### config.mk
export PLATFORM = sky130hd
export DESIGN_NAME = omr_regs
export DESIGN_NICKNAME = d
export VERILOG_FILES = /design/src/verilog/omr_pkg.sv /design/src/verilog/omr_gain_if.sv /design/src/verilog/omr_step_timer.sv /design/src/verilog/omr_gain_stepper.sv /design/src/verilog/omr_regs.sv
export SDC_FILE = /design/constraint.sdc
export NUM_CORES = 1
export LEC_CHECK = 0
export BUFFER_PORTS_ARGS = -buffer_cell sky130_fd_sc_hd__buf_2
export CAP_MARGIN = 20
export CORE_ASPECT_RATIO = 1.25
export CORE_MARGIN = 3
export CORE_UTILIZATION = 57
export DETAILED_ROUTE_END_ITERATION = 7
export GPL_TIMING_DRIVEN = 1
export PLACE_DENSITY = 0.78
export SLEW_MARGIN = 15
export SYNTH_ARGS = -nofsm -noshare
export SYNTH_HDL_FRONTEND = slang
export SYNTH_SLANG_ARGS = --single-unit
### constraint.sdc
create_clock -name clk -period 9.5 [get_ports clk]
set_clock_uncertainty 0.2 [all_clocks]
set_input_delay 1.425 -clock clk [delete_from_list [all_inputs] [get_ports clk]]
set_output_delay 1.425 -clock clk [all_outputs]
set_load 0.005 [all_outputs]
### src/verilog/omr_pkg.sv
package omr_pkg;

  // clock and gain stepping timing
  localparam int unsigned CLK_PERIOD_NS = 40;
  localparam int unsigned STEP_TIME_NS  = 1000;
  localparam int unsigned STEP_CYCLES   = (STEP_TIME_NS + CLK_PERIOD_NS - 1) / CLK_PERIOD_NS;

  // register numbers on page 0
  localparam logic [7:0] ADDR_RESERVED_A     = 8'h42;
  localparam logic [7:0] ADDR_LPGA_TO_HPC    = 8'h43;
  localparam logic [7:0] ADDR_LDAC_TO_HPC    = 8'h44;
  localparam logic [7:0] ADDR_RESERVED_B     = 8'h45;
  localparam logic [7:0] ADDR_RPGA_TO_HPC    = 8'h46;
  localparam logic [7:0] ADDR_RDAC_TO_HPC    = 8'h47;
  localparam logic [7:0] ADDR_HPC_LEVEL      = 8'h48;
  localparam logic [7:0] ADDR_RESERVED_C_LO  = 8'h49;
  localparam logic [7:0] ADDR_RESERVED_C_HI  = 8'h4E;
  localparam logic [7:0] ADDR_RESERVED_D     = 8'h4F;
  localparam logic [7:0] ADDR_RESERVED_E     = 8'h50;
  localparam logic [7:0] ADDR_LPGA_TO_LLO    = 8'h51;
  localparam logic [7:0] ADDR_LDAC_TO_LLO    = 8'h52;
  localparam logic [7:0] ADDR_RESERVED_F     = 8'h53;

  // field layout of routing and level registers
  localparam int unsigned ROUTE_EN_BIT = 7;
  localparam int unsigned VOL_W        = 7;
  localparam int unsigned LVL_MSB      = 7;
  localparam int unsigned LVL_LSB      = 4;
  localparam int unsigned LVL_W        = 4;
  localparam int unsigned UNMUTE_BIT   = 3;
  localparam int unsigned HIZ_BIT      = 2;
  localparam int unsigned PENDING_BIT  = 1;
  localparam int unsigned POWER_BIT    = 0;

  // reset values
  localparam logic [7:0] RST_ZERO       = 8'h00;
  localparam logic [7:0] RST_HPC_LEVEL  = 8'h06;
  localparam logic [7:0] RST_RESERVED_D = 8'h02;

  // routing register indices; the first four feed the headphone common output
  localparam int unsigned NUM_ROUTES = 6;
  localparam int unsigned NUM_HPC    = 4;
  localparam int unsigned NUM_RSVD   = 3;

endpackage

### src/verilog/omr_gain_if.sv
`timescale 1ns/1ps
// one gain path: programmed target in, applied value and progress out
interface omr_gain_if #(
  parameter int unsigned W = 7
);
  logic [W-1:0] target;
  logic [W-1:0] applied;
  logic         busy;

  modport ctrl    (output target, input applied, input busy);
  modport stepper (input target, output applied, output busy);
endinterface

### src/verilog/omr_step_timer.sv
`timescale 1ns/1ps
module omr_step_timer
  import omr_pkg::*;
#(
  parameter int unsigned CYCLES = STEP_CYCLES
) (
  input  wire logic clk,
  input  wire logic srst,
  input  wire logic run,
  output logic      tick
);
  localparam int unsigned CW = $clog2(CYCLES + 1);
  localparam logic [CW-1:0] LAST = CW'(CYCLES - 1);

  logic [CW-1:0] cnt_r;
  logic [CW-1:0] cnt_nxt;
  logic          tick_r;
  logic          tick_nxt;

  // free count only while some path is moving, saves toggling when idle
  always_comb begin
    cnt_nxt  = cnt_r;
    tick_nxt = 1'b0;
    if (!run) begin
      cnt_nxt = '0;
    end else if (cnt_r == LAST) begin
      cnt_nxt  = '0;
      tick_nxt = 1'b1;
    end else begin
      cnt_nxt = cnt_r + CW'(1);
    end
  end

  always_ff @(posedge clk) begin
    if (srst) begin
      cnt_r  <= '0;
      tick_r <= 1'b0;
    end else begin
      cnt_r  <= cnt_nxt;
      tick_r <= tick_nxt;
    end
  end

  assign tick = tick_r;
endmodule

### src/verilog/omr_gain_stepper.sv
`timescale 1ns/1ps
module omr_gain_stepper
  import omr_pkg::*;
#(
  parameter int unsigned W = 7
) (
  input  wire logic clk,
  input  wire logic srst,
  input  wire logic tick,
  omr_gain_if.stepper g
);
  typedef enum logic {OMR_ST_IDLE, OMR_ST_STEP} omr_step_e;

  omr_step_e    st_r;
  omr_step_e    st_nxt;
  logic [W-1:0] app_r;
  logic [W-1:0] app_nxt;

  // one code per tick avoids audible zipper steps on large changes
  always_comb begin
    st_nxt  = st_r;
    app_nxt = app_r;
    unique case (st_r)
      OMR_ST_IDLE: begin
        if (app_r != g.target) begin
          st_nxt = OMR_ST_STEP;
        end
      end
      OMR_ST_STEP: begin
        if (app_r == g.target) begin
          st_nxt = OMR_ST_IDLE;
        end else if (tick) begin
          app_nxt = (app_r < g.target) ? app_r + W'(1) : app_r - W'(1);
        end
      end
    endcase
  end

  always_ff @(posedge clk) begin
    if (srst) begin
      st_r  <= OMR_ST_IDLE;
      app_r <= '0;
    end else begin
      st_r  <= st_nxt;
      app_r <= app_nxt;
    end
  end

  assign g.applied = app_r;
  assign g.busy    = (st_r == OMR_ST_STEP) || (app_r != g.target);
endmodule

### src/verilog/omr_regs.sv
`timescale 1ns/1ps
module omr_regs
  import omr_pkg::*;
(
  input  wire logic              clk,
  input  wire logic              srst,
  input  wire logic              reg_wr,
  input  wire logic              reg_rd,
  input  wire logic [7:0]        reg_addr,
  input  wire logic [7:0]        reg_wdata,
  output logic      [7:0]        reg_rdata,
  output logic                   reg_rvalid,
  output logic [NUM_ROUTES-1:0]  route_en,
  output logic [VOL_W-1:0]       hpc_lpga_vol,
  output logic [VOL_W-1:0]       hpc_ldac_vol,
  output logic [VOL_W-1:0]       hpc_rpga_vol,
  output logic [VOL_W-1:0]       hpc_rdac_vol,
  output logic [VOL_W-1:0]       llo_lpga_vol,
  output logic [VOL_W-1:0]       llo_ldac_vol,
  output logic [LVL_W-1:0]       hpc_level,
  output logic                   hpc_unmute,
  output logic                   hpc_hiz_when_down,
  output logic                   hpc_power_up
);

  //////////////////////////////////////////////////////////////////////////
  // address decode helpers

  // map a register number onto a routing slot; valid low if not a route
  function automatic logic [3:0] route_slot(input logic [7:0] a);
    unique case (a)
      ADDR_LPGA_TO_HPC: route_slot = 4'h8;
      ADDR_LDAC_TO_HPC: route_slot = 4'h9;
      ADDR_RPGA_TO_HPC: route_slot = 4'hA;
      ADDR_RDAC_TO_HPC: route_slot = 4'hB;
      ADDR_LPGA_TO_LLO: route_slot = 4'hC;
      ADDR_LDAC_TO_LLO: route_slot = 4'hD;
      default:          route_slot = 4'h0;
    endcase
  endfunction

  // map a register number onto a stored reserved slot
  function automatic logic [2:0] rsvd_slot(input logic [7:0] a);
    unique case (a)
      ADDR_RESERVED_A: rsvd_slot = 3'h4;
      ADDR_RESERVED_B: rsvd_slot = 3'h5;
      ADDR_RESERVED_F: rsvd_slot = 3'h6;
      default:         rsvd_slot = 3'h0;
    endcase
  endfunction

  //////////////////////////////////////////////////////////////////////////
  // storage

  logic [7:0]        route_r   [NUM_ROUTES];
  logic [7:0]        route_nxt [NUM_ROUTES];
  logic [7:0]        rsvd_r    [NUM_RSVD];
  logic [7:0]        rsvd_nxt  [NUM_RSVD];
  logic [LVL_W-1:0]  lvl_r;
  logic [LVL_W-1:0]  lvl_nxt;
  logic              unmute_r;
  logic              unmute_nxt;
  logic              hiz_r;
  logic              hiz_nxt;
  logic              pwr_r;
  logic              pwr_nxt;
  logic              pend_r;
  logic              pend_nxt;
  logic [7:0]        rdata_r;
  logic [7:0]        rdata_nxt;
  logic              rvalid_r;
  logic              rvalid_nxt;

  logic [3:0]        wr_route;
  logic [2:0]        wr_rsvd;
  logic [3:0]        rd_route;
  logic [2:0]        rd_rsvd;
  logic              gain_write;
  logic              any_busy;
  logic              step_tick;

  assign wr_route = route_slot(reg_addr);
  assign wr_rsvd  = rsvd_slot(reg_addr);
  assign rd_route = route_slot(reg_addr);
  assign rd_rsvd  = rsvd_slot(reg_addr);

  //////////////////////////////////////////////////////////////////////////
  // write side

  // routing registers: enable bit and volume field both plain read/write
  always_comb begin
    for (int i = 0; i < NUM_ROUTES; i++) begin
      route_nxt[i] = route_r[i];
    end
    if (reg_wr && wr_route[3]) begin
      route_nxt[wr_route[2:0]] = reg_wdata;
    end
  end

  // reserved read/write locations keep what is written, harmless to analog
  always_comb begin
    for (int i = 0; i < NUM_RSVD; i++) begin
      rsvd_nxt[i] = rsvd_r[i];
    end
    if (reg_wr && wr_rsvd[2]) begin
      rsvd_nxt[wr_rsvd[1:0]] = reg_wdata;
    end
  end

  // level control; the pending bit is read only and ignores the write
  always_comb begin
    lvl_nxt    = lvl_r;
    unmute_nxt = unmute_r;
    hiz_nxt    = hiz_r;
    pwr_nxt    = pwr_r;
    if (reg_wr && (reg_addr == ADDR_HPC_LEVEL)) begin
      // reserved codes are stored as written; the host must not use them
      lvl_nxt    = reg_wdata[LVL_MSB:LVL_LSB];
      unmute_nxt = reg_wdata[UNMUTE_BIT];
      hiz_nxt    = reg_wdata[HIZ_BIT];
      pwr_nxt    = reg_wdata[POWER_BIT];
    end
  end

  // any write that can change a gain feeding the headphone common output
  assign gain_write = reg_wr &&
                      ((wr_route[3] && (wr_route[2:0] < 3'(NUM_HPC))) ||
                       (reg_addr == ADDR_HPC_LEVEL));

  // set on the write itself so a read right after never sees a stale zero
  always_comb begin
    pend_nxt = gain_write || any_busy;
  end

  //////////////////////////////////////////////////////////////////////////
  // read side

  // one cycle read latency; unmapped and read-only reserved read zero, except 0x4F which reads 0x02
  always_comb begin
    rvalid_nxt = reg_rd;
    rdata_nxt  = rdata_r;
    if (reg_rd) begin
      rdata_nxt = RST_ZERO;
      if (rd_route[3]) begin
        rdata_nxt = route_r[rd_route[2:0]];
      end else if (rd_rsvd[2]) begin
        rdata_nxt = rsvd_r[rd_rsvd[1:0]];
      end else if (reg_addr == ADDR_HPC_LEVEL) begin
        rdata_nxt = {lvl_r, unmute_r, hiz_r, pend_r, pwr_r};
      end else if (reg_addr == ADDR_RESERVED_D) begin
        rdata_nxt = RST_RESERVED_D;
      end else if ((reg_addr >= ADDR_RESERVED_C_LO) &&
                   (reg_addr <= ADDR_RESERVED_C_HI)) begin
        rdata_nxt = RST_ZERO;
      end else if (reg_addr == ADDR_RESERVED_E) begin
        rdata_nxt = RST_ZERO;
      end
    end
  end

  //////////////////////////////////////////////////////////////////////////
  // registers

  always_ff @(posedge clk) begin
    if (srst) begin
      for (int i = 0; i < NUM_ROUTES; i++) begin
        route_r[i] <= RST_ZERO;
      end
      for (int i = 0; i < NUM_RSVD; i++) begin
        rsvd_r[i] <= RST_ZERO;
      end
      lvl_r    <= RST_HPC_LEVEL[LVL_MSB:LVL_LSB];
      unmute_r <= RST_HPC_LEVEL[UNMUTE_BIT];
      hiz_r    <= RST_HPC_LEVEL[HIZ_BIT];
      pend_r   <= RST_HPC_LEVEL[PENDING_BIT];
      pwr_r    <= RST_HPC_LEVEL[POWER_BIT];
      rdata_r  <= RST_ZERO;
      rvalid_r <= 1'b0;
    end else begin
      for (int i = 0; i < NUM_ROUTES; i++) begin
        route_r[i] <= route_nxt[i];
      end
      for (int i = 0; i < NUM_RSVD; i++) begin
        rsvd_r[i] <= rsvd_nxt[i];
      end
      lvl_r    <= lvl_nxt;
      unmute_r <= unmute_nxt;
      hiz_r    <= hiz_nxt;
      pend_r   <= pend_nxt;
      pwr_r    <= pwr_nxt;
      rdata_r  <= rdata_nxt;
      rvalid_r <= rvalid_nxt;
    end
  end

  //////////////////////////////////////////////////////////////////////////
  // gain ramping toward programmed values

  omr_gain_if #(.W(VOL_W)) vol_if [NUM_HPC] ();
  omr_gain_if #(.W(LVL_W)) lvl_if ();

  logic [NUM_HPC:0] busy_vec;

  // shared step timer runs only while a path still has distance to cover
  omr_step_timer #(
    .CYCLES (STEP_CYCLES)
  ) u_timer (
    .clk  (clk),
    .srst (srst),
    .run  (any_busy),
    .tick (step_tick)
  );

  for (genvar i = 0; i < NUM_HPC; i++) begin : g_vol
    assign vol_if[i].target = route_r[i][VOL_W-1:0];
    assign busy_vec[i]      = vol_if[i].busy;

    omr_gain_stepper #(
      .W (VOL_W)
    ) u_step (
      .clk  (clk),
      .srst (srst),
      .tick (step_tick),
      .g    (vol_if[i])
    );
  end

  assign lvl_if.target     = lvl_r;
  assign busy_vec[NUM_HPC] = lvl_if.busy;

  omr_gain_stepper #(
    .W (LVL_W)
  ) u_lvl_step (
    .clk  (clk),
    .srst (srst),
    .tick (step_tick),
    .g    (lvl_if)
  );

  assign any_busy = |busy_vec;

  //////////////////////////////////////////////////////////////////////////
  // outputs, all taken from flip-flops

  always_comb begin
    for (int i = 0; i < NUM_ROUTES; i++) begin
      route_en[i] = route_r[i][ROUTE_EN_BIT];
    end
  end

  // headphone common volumes come from the ramp, line output ones direct
  assign hpc_lpga_vol      = vol_if[0].applied;
  assign hpc_ldac_vol      = vol_if[1].applied;
  assign hpc_rpga_vol      = vol_if[2].applied;
  assign hpc_rdac_vol      = vol_if[3].applied;
  assign llo_lpga_vol      = route_r[4][VOL_W-1:0];
  assign llo_ldac_vol      = route_r[5][VOL_W-1:0];
  assign hpc_level         = lvl_if.applied;
  assign hpc_unmute        = unmute_r;
  assign hpc_hiz_when_down = hiz_r;
  assign hpc_power_up      = pwr_r;
  assign reg_rdata         = rdata_r;
  assign reg_rvalid        = rvalid_r;

endmodule

==> results of run 1 <==
## layer usage
metal	up-vias	GRT usage (%)
met5	-	0
met4	0	16.4
met3	65	5.36
met2	244	47.0
met1	3109	34.6
li1	3257	-
## layout by cell type (no fill, tap or decap), types with 5 or more instances in the layout
cell,n
dfxtp_1,132
nor2_1,124
buf_2,82
a21oi_1,71
mux2i_1,67
nand2_1,58
ha_1,58
inv_1,48
o21ai_0,30
nand3_1,26
nor2b_1,19
clkbuf_16,17
xnor2_1,14
a22o_1,12
or3_1,8
nor4_1,8
a21o_1,8
a22oi_1,8
nand4_1,7
o211ai_1,7
o21bai_1,7
a211oi_1,7
o21a_1,6
nor3_1,6
a311o_1,5
mux2_2,5
fa_1,5
clkbuf_8,5
bufinv_16,5
## flip-flops by register name (all words and copies together), names as in the netlist
signal                  count
hpc_unmute                  1
u_lvl_step.g.applied        4
u_timer.tick                1
u_lvl_step.st_r             1
reg_rvalid                  1
hpc_power_up                1
g_vol.u_step.g.applied     28
route_r                    48
g_vol.u_step.st_r           4
hpc_hiz_when_down           1
u_timer.cnt_r               5
pend_r                      1
lvl_if.target               4
reg_rdata                   8
rsvd_r                     24
## cells by family after synthesis
group | synth area share (%)
AND/OR/NAND/NOR | 19.6
flip-flops | 35.0
AO/OA/AOI/OAI | 17.5
multiplexers | 9.63
XOR/XNOR | 1.86
buffers and inverters | 5.47
adder cells (fa/ha/maj) | 10.9
## metrics by stage
stage               area, um^2  instances
floorplan                 7550        883
global placement          7980       1085
detailed placement        7980       1085
CTS                       8660       1117
global route              8660       1117
finish                    8660       1117
## area by class of cell
| cell class | instances | area, um^2 |
|---|---|---|
| clock buffers | 22 | 494 |
| well taps | 168 | 210 |
| repair buffers | 86 | 440 |
| multi-input cells | 649 | 4500 |
| inverters | 50 | 188 |
| fillers | 1065 | 4170 |
| clock inverters | 10 | 190 |
| flip-flops and latches | 132 | 2640 |
## worst paths after layout
kind	startpoint	end	slack (ps)	cells past startpoint
max reg2reg	route_r[1][5]	g_vol[1].u_step.g.applied[6]	5640	13
min	rsvd_r[1][5]	rsvd_r[1][5]	250	2
min reg2reg	rsvd_r[1][5]	rsvd_r[1][5]	250	2
max	route_r[1][5]	g_vol[1].u_step.g.applied[6]	5640	13
## tightest hold or removal path, cell delays in order, from the launching register on
cell and delay, ps:
dfxtp_1 310, nand2_1 50, a21oi_1 50
## power by group
part	switching [mW]	total [mW]	internal, mW
combinational	0.0493	0.0671	0.0178
sequential	0.00177	0.558	0.556
clock	0.257	0.760	0.503
total	0.308	1.39	1.08
==> impl_metrics.env, run 1 <==
export IMPL_run_status="finished clean"
export IMPL_post_cts_hold_buffer_count=0
export IMPL_synth_edff_count=0
export IMPL_synth_seq_area_share_pct=35.0
export IMPL_setup_worst_path_class="flop to flop"
export IMPL_h_tree_depth=4
export IMPL_drt_antenna_violating_nets=0
export IMPL_io_buffer_count=83
export IMPL_drt_pass1_iter_count=6
export IMPL_die_area_um2=14700
export IMPL_critical_path_cell_chain="inv_1, ha_1, nand4_1, a21oi_1, or3_1, inv_1, fa_1, nor2b_1, o31a_1, o21ai_0, a2111o_1, a21oi_1, mux2_2"
export IMPL_drt_drc_violations_left=0
export IMPL_clk_insertion_delay_late_ps=430
export IMPL_synth_most_common_cell="dfxtp_1"
export IMPL_rsz0062_at_grt="no"
export IMPL_setup_viol=0
export IMPL_critical_path_peak_fanout=6
export IMPL_die_w_um=109
export IMPL_ctsLongestPathBuffers=2
export IMPL_wire_length_of_the_first_global_routing_pass_mm=32.6
export IMPL_cells_after_synthesis=883
export IMPL_finalCoreUtilization_pct=67.5
export IMPL_via_count=6675
export IMPL_cp_top_family="compound AO/OA/AOI/OAI gates"
export IMPL_power_density_nw_per_um2=160
export IMPL_place_detailed_hpwl_mm=14.4
export IMPL_clk_transition_reported_paths_ps=60
export IMPL_total_length_of_routed_met3_wires_mm=1.22
export IMPL_highest_ir_drop_seen_on_vdd_mv=0.119
export IMPL_dr_max_layer_used="met4"
export IMPL_numClockSinks=132
export IMPL_flip_flop_and_latch_count_after_synthesis=132
export IMPL_number_of_resized_instances_in_the_post_cts_repair_step=0
export IMPL_drt_iter0_markers=555
export IMPL_first_global_vias=6403
export IMPL_netlist_top_cell_by_area="dfxtp_1"
export IMPL_met1Wirelength_mm=8.23
export IMPL_cell_types_occupying_the_most_area_after_synthesis="dfxtp_1, ha_1, mux2i_1"
export IMPL_finalSetupTns_ps=0
export IMPL_type_of_element_capturing_the_critical_path="flop"
export IMPL_yosys_cell_types_count=76
export IMPL_fin_crit_ps=3860
export IMPL_path_buf_inv=2
export IMPL_synth_top_cells_by_count="dfxtp_1, nor2_1, a21oi_1"
export IMPL_timing_final_ws_setup_ps=5640
export IMPL_synth_cell_area_um2=7550
export IMPL_leakagePower_nw=3.86
export IMPL_grt_total_usage_pct=28.6
export IMPL_timing_max_transition_violations_final=0
export IMPL_critical_path_slowest_cell="dfxtp_1"
export IMPL_grt_antenna_before_repair=0
export IMPL_layout_drive_gt1_share_pct=14.5
export IMPL_ys_warnings_count=0
export IMPL_timing_worst_slew_pin_value_ps=1010
export IMPL_dominantRegCellSynth="dfxtp_1"
export IMPL_met2_wirelength_mm=9.72
export IMPL_relSlewSlack_pct=32.3
export IMPL_synth_net_count=966
export IMPL_routed_wirelength_mm=20.1
export IMPL_syn_to_final_growth_pct=14.7
export IMPL_post_synth_top_area_fraction_pct=35.0
export IMPL_max_freq_ghz=0.259
export IMPL_final_nets=1019
export IMPL_timing_hold_worst_class="flop to flop"
export IMPL_floorplan_rows=46
export IMPL_fin_total_pwr_mw=1.39
export IMPL_cts_post_setup_buffers_inserted=0
export IMPL_numCtsBuffers=17
export IMPL_critical_path_startpoint_type="flop"
export IMPL_maxCapViolations=0
export IMPL_dp_worst_slack_ps=5390
export IMPL_gp_routability_congestion=0.972
export IMPL_drt_vias_per_instance=5.98
export IMPL_final_period_utilization_pct=40.7
export IMPL_grt_start_max_net_pins=74
export IMPL_avgSynthCellArea_um2=8.55
export IMPL_crit_path_max_incr_delay_ps=430
export IMPL_drt_wirelength_per_cell_um=18.0
export IMPL_die_h_um=135
export IMPL_insertedDiodeCount=0
export IMPL_worst_ep_arrival_time_ps=3980
export IMPL_core_area_um2=12800
export IMPL_floorplan_initialDensity_pct=58.8
export IMPL_crit_required_ps=9610
export IMPL_ios=84
export IMPL_hold_violations=0
export IMPL_postSynth_asyncResetShare_pct=0
export IMPL_cts_tree="built"
export IMPL_root_buffer="clkbuf_16"
export IMPL_grt_overflow_total=0
export IMPL_final_hold_slack_ps=254
(Power assumes the default switching activity.)
==> inputs of run 2 (changes only) <==
Clock period 9.5 ns to 3.75 ns, I/O delays scaled along.
==> run 2 against run 1 <==
- via count increased by 2.1%
- routed wire length up 1.1%
- fmax rose by 7.4%
- critical path depth stayed put
- global-route usage up 0.62 points
- hold slack worse by 1.6 ps
- register-to-register slack got worse by 5500 ps
- sequential share of layout area down 0.17 points
- combinational power increased to 2.7 times the previous value
- critical endpoint unchanged
- largest power group unchanged
==> impl_metrics.env, run 2 (synthesis results as in run 1) <==
export IMPL_run_status="finished clean"
export IMPL_wire_length_of_the_first_global_routing_pass_mm=33.4
export IMPL_power_net_switching_mw=0.771
export IMPL_maxCapViolations=0
export IMPL_post_dp_cell_area_um2=8080
export IMPL_power_share_clock_pct=51.2
export IMPL_gp_routability_congestion=0.979
export IMPL_final_period_utilization_pct=96.0
export IMPL_leakagePower_nw=3.88
export IMPL_clk_insertion_delay_late_ps=430
export IMPL_setup_viol=0
export IMPL_placed_cells_incl_taps=1099
export IMPL_final_nets=1033
export IMPL_io_buffer_count=83
export IMPL_ios=84
export IMPL_first_global_vias=6467
export IMPL_most_used_cells_in_the_layout_excluding_fill_and_tap_cells="dfxtp_1, nor2_1, buf_2, a21oi_1, mux2i_1"
export IMPL_timing_max_transition_violations_final=0
export IMPL_insertedDiodeCount=0
export IMPL_drt_wirelength_per_cell_um=18.0
export IMPL_final_area_um2=8710
export IMPL_critical_path_peak_fanout=6
export IMPL_highest_ir_drop_seen_on_vdd_mv=0.357
export IMPL_relSlewSlack_pct=31.9
export IMPL_h_tree_depth=4
export IMPL_most_common_cell_after_layout_fill_and_taps_aside="dfxtp_1"
export IMPL_final_hold_slack_ps=252
export IMPL_cts_post_setup_buffers_inserted=0
export IMPL_floorplan_rows=46
export IMPL_place_detailed_hpwl_mm=14.5
export IMPL_combPwrFrac_pct=5.5
export IMPL_die_area_um2=14700
export IMPL_drt_drc_violations_left=0
export IMPL_numClockSinks=132
export IMPL_hold_depth=2
export IMPL_die_h_um=135
export IMPL_switching_share_pct=23.6
export IMPL_timing_worst_slew_pin_value_ps=1020
export IMPL_via_count=6813
export IMPL_drt_iter0_markers=539
export IMPL_fin_crit_ps=3600
export IMPL_number_of_resized_instances_in_the_post_cts_repair_step=0
export IMPL_timing_hold_worst_class="flop to flop"
export IMPL_critical_path_startpoint_type="flop"
export IMPL_largest_register_ffs=48
export IMPL_root_buffer="clkbuf_16"
export IMPL_routed_wirelength_mm=20.4
export IMPL_syn_to_final_growth_pct=15.3
export IMPL_clk_transition_reported_paths_ps=60
export IMPL_power_density_nw_per_um2=375
export IMPL_dp_worst_slack_ps=127
export IMPL_hold_violations=0
export IMPL_drt_pass1_iter_count=6
export IMPL_setup_worst_path_class="flop to flop"
export IMPL_grt_overflow_total=0
export IMPL_ctsLongestPathBuffers=2
export IMPL_grt_total_usage_pct=29.2
export IMPL_type_of_element_capturing_the_critical_path="flop"
export IMPL_cellInternalPower_mw=2.50
export IMPL_floorplan_initialDensity_pct=58.8
export IMPL_relative_contribution_of_sequential_cells_to_total_power_pct=43.3
export IMPL_layout_drive_gt1_share_pct=16.3
export IMPL_instances_no_fill=1131
export IMPL_core_area_um2=12800
export IMPL_finalCoreUtilization_pct=67.8
export IMPL_drt_vias_per_instance=6.02
export IMPL_max_freq_ghz=0.278
export IMPL_fin_total_pwr_mw=3.27
export IMPL_die_w_um=109
export IMPL_cts_tree="built"
export IMPL_finalSetupTns_ps=0
export IMPL_worst_ep_arrival_time_ps=3720
export IMPL_ff2ff_path_depth=13
export IMPL_grt_start_max_net_pins=50
export IMPL_numCtsBuffers=17
export IMPL_post_cts_hold_buffer_count=0
export IMPL_registers_top_by_ff_count="route_r"
export IMPL_grt_antenna_before_repair=0
export IMPL_crit_required_ps=3870
export IMPL_timing_final_ws_setup_ps=151
export IMPL_drt_antenna_violating_nets=0
run 2: changes by cell type in the layout (fill, tap and decap cells not counted), moves of 2 or more:
cell,change
clkbuf_8,-2
or3_1,-3
buf_4,+14
a211oi_1,-2
clkinvlp_4,+4
clkbuf_1,+2
or3_4,+3
bufinv_16,-3
a211oi_2,+2
run 2: worst max-delay path: stages, from the launching register on:
cell	delay, ps
dfxtp_1	370
inv_1	60
ha_1	300
nand2_1	70
o21ai_0	360
or3_4	250
inv_1	60
fa_1	400
nor2b_2	190
o31a_1	180
o21ai_0	120
a2111o_1	420
a21oi_1	170
mux2_2	350
run 2: path summary, 6_finish.rpt:
path	startpoint	end	slack (ps)
max	route_r[1][6]	g_vol[1].u_step.g.applied[6]	150
max reg2reg	route_r[1][6]	g_vol[1].u_step.g.applied[6]	150
min reg2reg	rsvd_r[1][1]	rsvd_r[1][1]	250
min	rsvd_r[1][1]	rsvd_r[1][1]	250
run 2: layout make-up:
cell class,count,area [um^2]
Clock buffer,22,474
Clock inverter,10,121
Fill cell,1049,4130
Inverter,50,188
Multi-Input combinational cell,649,4530
Sequential cell,132,2640
Tap cell,168,210
Timing Repair Buffer,100,546
run 2: power by group through the flow:
stage | Clock (mW) | Combinational [mW] | Sequential (mW)
floorplan | 0 | 0.119 | 1.44
global placement | 0 | 0.173 | 1.44
detailed placement | 0 | 0.173 | 1.44
CTS | 1.69 | 0.174 | 1.41
global route | 1.76 | 0.194 | 1.41
finish | 1.67 | 0.178 | 1.41
run 2: metal layers:
layer	routed length (um)	vias up	GRT usage, %
li1	-	3296	-
met5	0	-	0
met2	9980	250	48.9
met4	892	0	14.7
met1	8290	3204	35.1
met3	1200	63	6.03
==> inputs of run 3 (changes only) <==
Settings changed: CELL_PAD_IN_SITES_DETAIL_PLACEMENT set to 1, CELL_PAD_IN_SITES_GLOBAL_PLACEMENT set to 1, CORE_UTILIZATION 57 to 45, PLACE_DENSITY 0.78 to not set, PLACE_DENSITY_LB_ADDON set to 0.1.
Clock period 3.75 ns to 4 ns, I/O delays scaled along.
==> run 3 against run 2 <==
- via count is 1.3% higher
- register-to-register slack better by 80 ps
- core utilization is 14 points lower
- final cell count is 4.1% higher
- sequential cell count stayed put
- clock-buffer cell count is 1 lower
- global-route usage is 3.2 points lower
- critical path depth stayed put
- design area is 0.10% higher
- critical path type unchanged
==> impl_metrics.env, run 3 (synthesis results as in run 1) <==
export IMPL_critical_path_peak_fanout=7
export IMPL_ff2ff_path_depth=13
export IMPL_relative_contribution_of_sequential_cells_to_total_power_pct=43.5
export IMPL_first_global_vias=7083
export IMPL_cts_tree="built"
export IMPL_floorplan_initialDensity_pct=46.2
export IMPL_grt_start_max_net_pins=53
export IMPL_ios=84
export IMPL_grt_total_usage_pct=26.0
export IMPL_via_count=6900
export IMPL_library_cell_appearing_most_often_on_the_critical_path="a21oi_1"
export IMPL_post_cts_hold_buffer_count=0
export IMPL_setup_worst_path_class="flop to flop"
export IMPL_clk_transition_reported_paths_ps=60
export IMPL_power_share_clock_pct=50.9
export IMPL_run_status="finished clean"
export IMPL_most_used_cells_in_the_layout_excluding_fill_and_tap_cells="dfxtp_1, nor2_1, buf_2, a21oi_1, mux2i_1"
export IMPL_numClockSinks=132
export IMPL_cts_post_setup_buffers_inserted=0
export IMPL_die_h_um=151
export IMPL_registers_top_by_ff_count="route_r"
export IMPL_floorplan_rows=52
export IMPL_path_buf_inv=1
export IMPL_insertedDiodeCount=0
export IMPL_numCtsBuffers=17
export IMPL_drt_wirelength_per_cell_um=20.0
export IMPL_timing_worst_slew_pin_value_ps=1030
export IMPL_crit_required_ps=4100
export IMPL_highest_ir_drop_seen_on_vdd_mv=0.227
export IMPL_critical_path_startpoint_type="flop"
export IMPL_drt_iter0_markers=338
export IMPL_h_tree_depth=4
export IMPL_maxCapViolations=0
export IMPL_timing_max_transition_violations_final=0
export IMPL_io_buffer_count=83
export IMPL_crit_path_max_incr_delay_ps=510
export IMPL_grt_antenna_before_repair=0
export IMPL_fin_crit_ps=3760
export IMPL_final_nets=1031
export IMPL_ctsLongestPathBuffers=2
export IMPL_drt_pass1_iter_count=5
export IMPL_worst_ep_arrival_time_ps=3870
export IMPL_timing_critical_path_from="route_r[3][1]"
export IMPL_critical_path_cell_count=13
export IMPL_combPwrFrac_pct=5.7
export IMPL_largest_register_ffs=48
export IMPL_regToRegEndpoint="g_vol[3].u_step.g.applied[6]"
export IMPL_setup_viol=0
export IMPL_drt_drc_violations_left=0
export IMPL_rr_startpoint="route_r[3][1]"
export IMPL_timing_hold_worst_class="flop to flop"
export IMPL_number_of_resized_instances_in_the_post_cts_repair_step=0
export IMPL_max_freq_ghz=0.266
export IMPL_die_w_um=122
export IMPL_switching_share_pct=23.9
export IMPL_crit_end="g_vol[3].u_step.g.applied[6]"
export IMPL_wire_length_of_the_first_global_routing_pass_mm=37.5
export IMPL_final_period_utilization_pct=94.1
export IMPL_relSlewSlack_pct=30.7
export IMPL_core_area_um2=16300
export IMPL_grt_overflow_total=0
export IMPL_finalSetupTns_ps=0
export IMPL_drt_vias_per_instance=5.86
export IMPL_type_of_element_capturing_the_critical_path="flop"
export IMPL_r2r_setup_slack_ps=240
export IMPL_layout_drive_gt1_share_pct=15.5
export IMPL_die_area_um2=18400
export IMPL_critical_path_slowest_cell="or3_1"
export IMPL_syn_to_final_growth_pct=15.4
export IMPL_rsz0062_at_grt="no"
export IMPL_most_common_cell_after_layout_fill_and_taps_aside="dfxtp_1"
export IMPL_gp_routability_congestion=0.875
export IMPL_drt_antenna_violating_nets=0
export IMPL_hold_violations=0
export IMPL_place_detailed_hpwl_mm=17.3
export IMPL_routed_wirelength_mm=23.6
export IMPL_power_net_switching_mw=0.728
export IMPL_finalCoreUtilization_pct=53.4
export IMPL_root_buffer="clkbuf_16"
export IMPL_power_density_nw_per_um2=350
export IMPL_cellInternalPower_mw=2.32
export IMPL_critical_path_cell_chain="inv_1, ha_1, nor2b_1, o21ai_0, a21oi_1, or3_1, ha_1, a211oi_2, o21bai_1, a21oi_1, or4_1, a21oi_1, mux2_2"
export IMPL_clk_insertion_delay_late_ps=410
export IMPL_cp_top_family="simple AND/OR/NAND/NOR gates"
export IMPL_leakagePower_nw=3.86
==> run 3: per-stage QoR <==
stage	cells	cell area (um^2)	power (mW)	hold WS [ps]	setup WS (ps)
finish	1177	8720	3.05	252	236
global route	1177	8720	3.15	269	31.5
CTS	1175	8700	3.07	250	183
detailed placement	1143	8110	1.52	242	333
global placement	1143	8110	1.52	238	505
floorplan	883	7550	1.46	227	668
==> run 3: layout make-up <==
type	instances	area [um^2]
Inverter	50	188
Tap cell	216	270
Fill cell	2003	7610
Sequential cell	132	2640
Clock buffer	21	460
Timing Repair Buffer	98	531
Multi-Input combinational cell	649	4500
Clock inverter	11	125
==> run 3: worst min-delay path by stage <==
stage / start / to / slack, ps / cells after the start
floorplan: rsvd_r[1][2] / rsvd_r[1][2] / 230 / 2
global placement: rsvd_r[1][2] / rsvd_r[1][2] / 240 / 2
detailed placement: rsvd_r[1][2] / rsvd_r[1][2] / 240 / 2
CTS: rsvd_r[1][2] / rsvd_r[1][2] / 250 / 2
global route: rsvd_r[1][2] / rsvd_r[1][2] / 270 / 2
finish: rsvd_r[1][2] / rsvd_r[1][2] / 250 / 2
==> run 3: power groups by stage <==
stage / clock network, mW / registers [mW] / logic (mW)
2_1_floorplan: 0 / 1.35 / 0.111
4_1_cts: 1.57 / 1.33 / 0.171
3_5_place_dp: 0 / 1.35 / 0.169
3_3_place_gp: 0 / 1.35 / 0.166
5_1_grt: 1.64 / 1.33 / 0.186
6_report: 1.55 / 1.33 / 0.173
==> run 3: per-layer routing <==
layer	vias up	GRT usage, %	wire length (um)
met5	-	0	0
met4	0	9.02	686
met3	48	5.04	990
met2	185	47.0	12200
met1	3389	30.5	9760
li1	3278	-	-
==> run 3: worst reg2reg max path: stages, from the launching register on <==
cell,delay [ps]
dfxtp_1,400
inv_1,70
ha_1,290
nor2b_1,130
o21ai_0,190
a21oi_1,130
or3_1,510
ha_1,430
a211oi_2,110
o21bai_1,180
a21oi_1,110
or4_1,410
a21oi_1,150
mux2_2,350
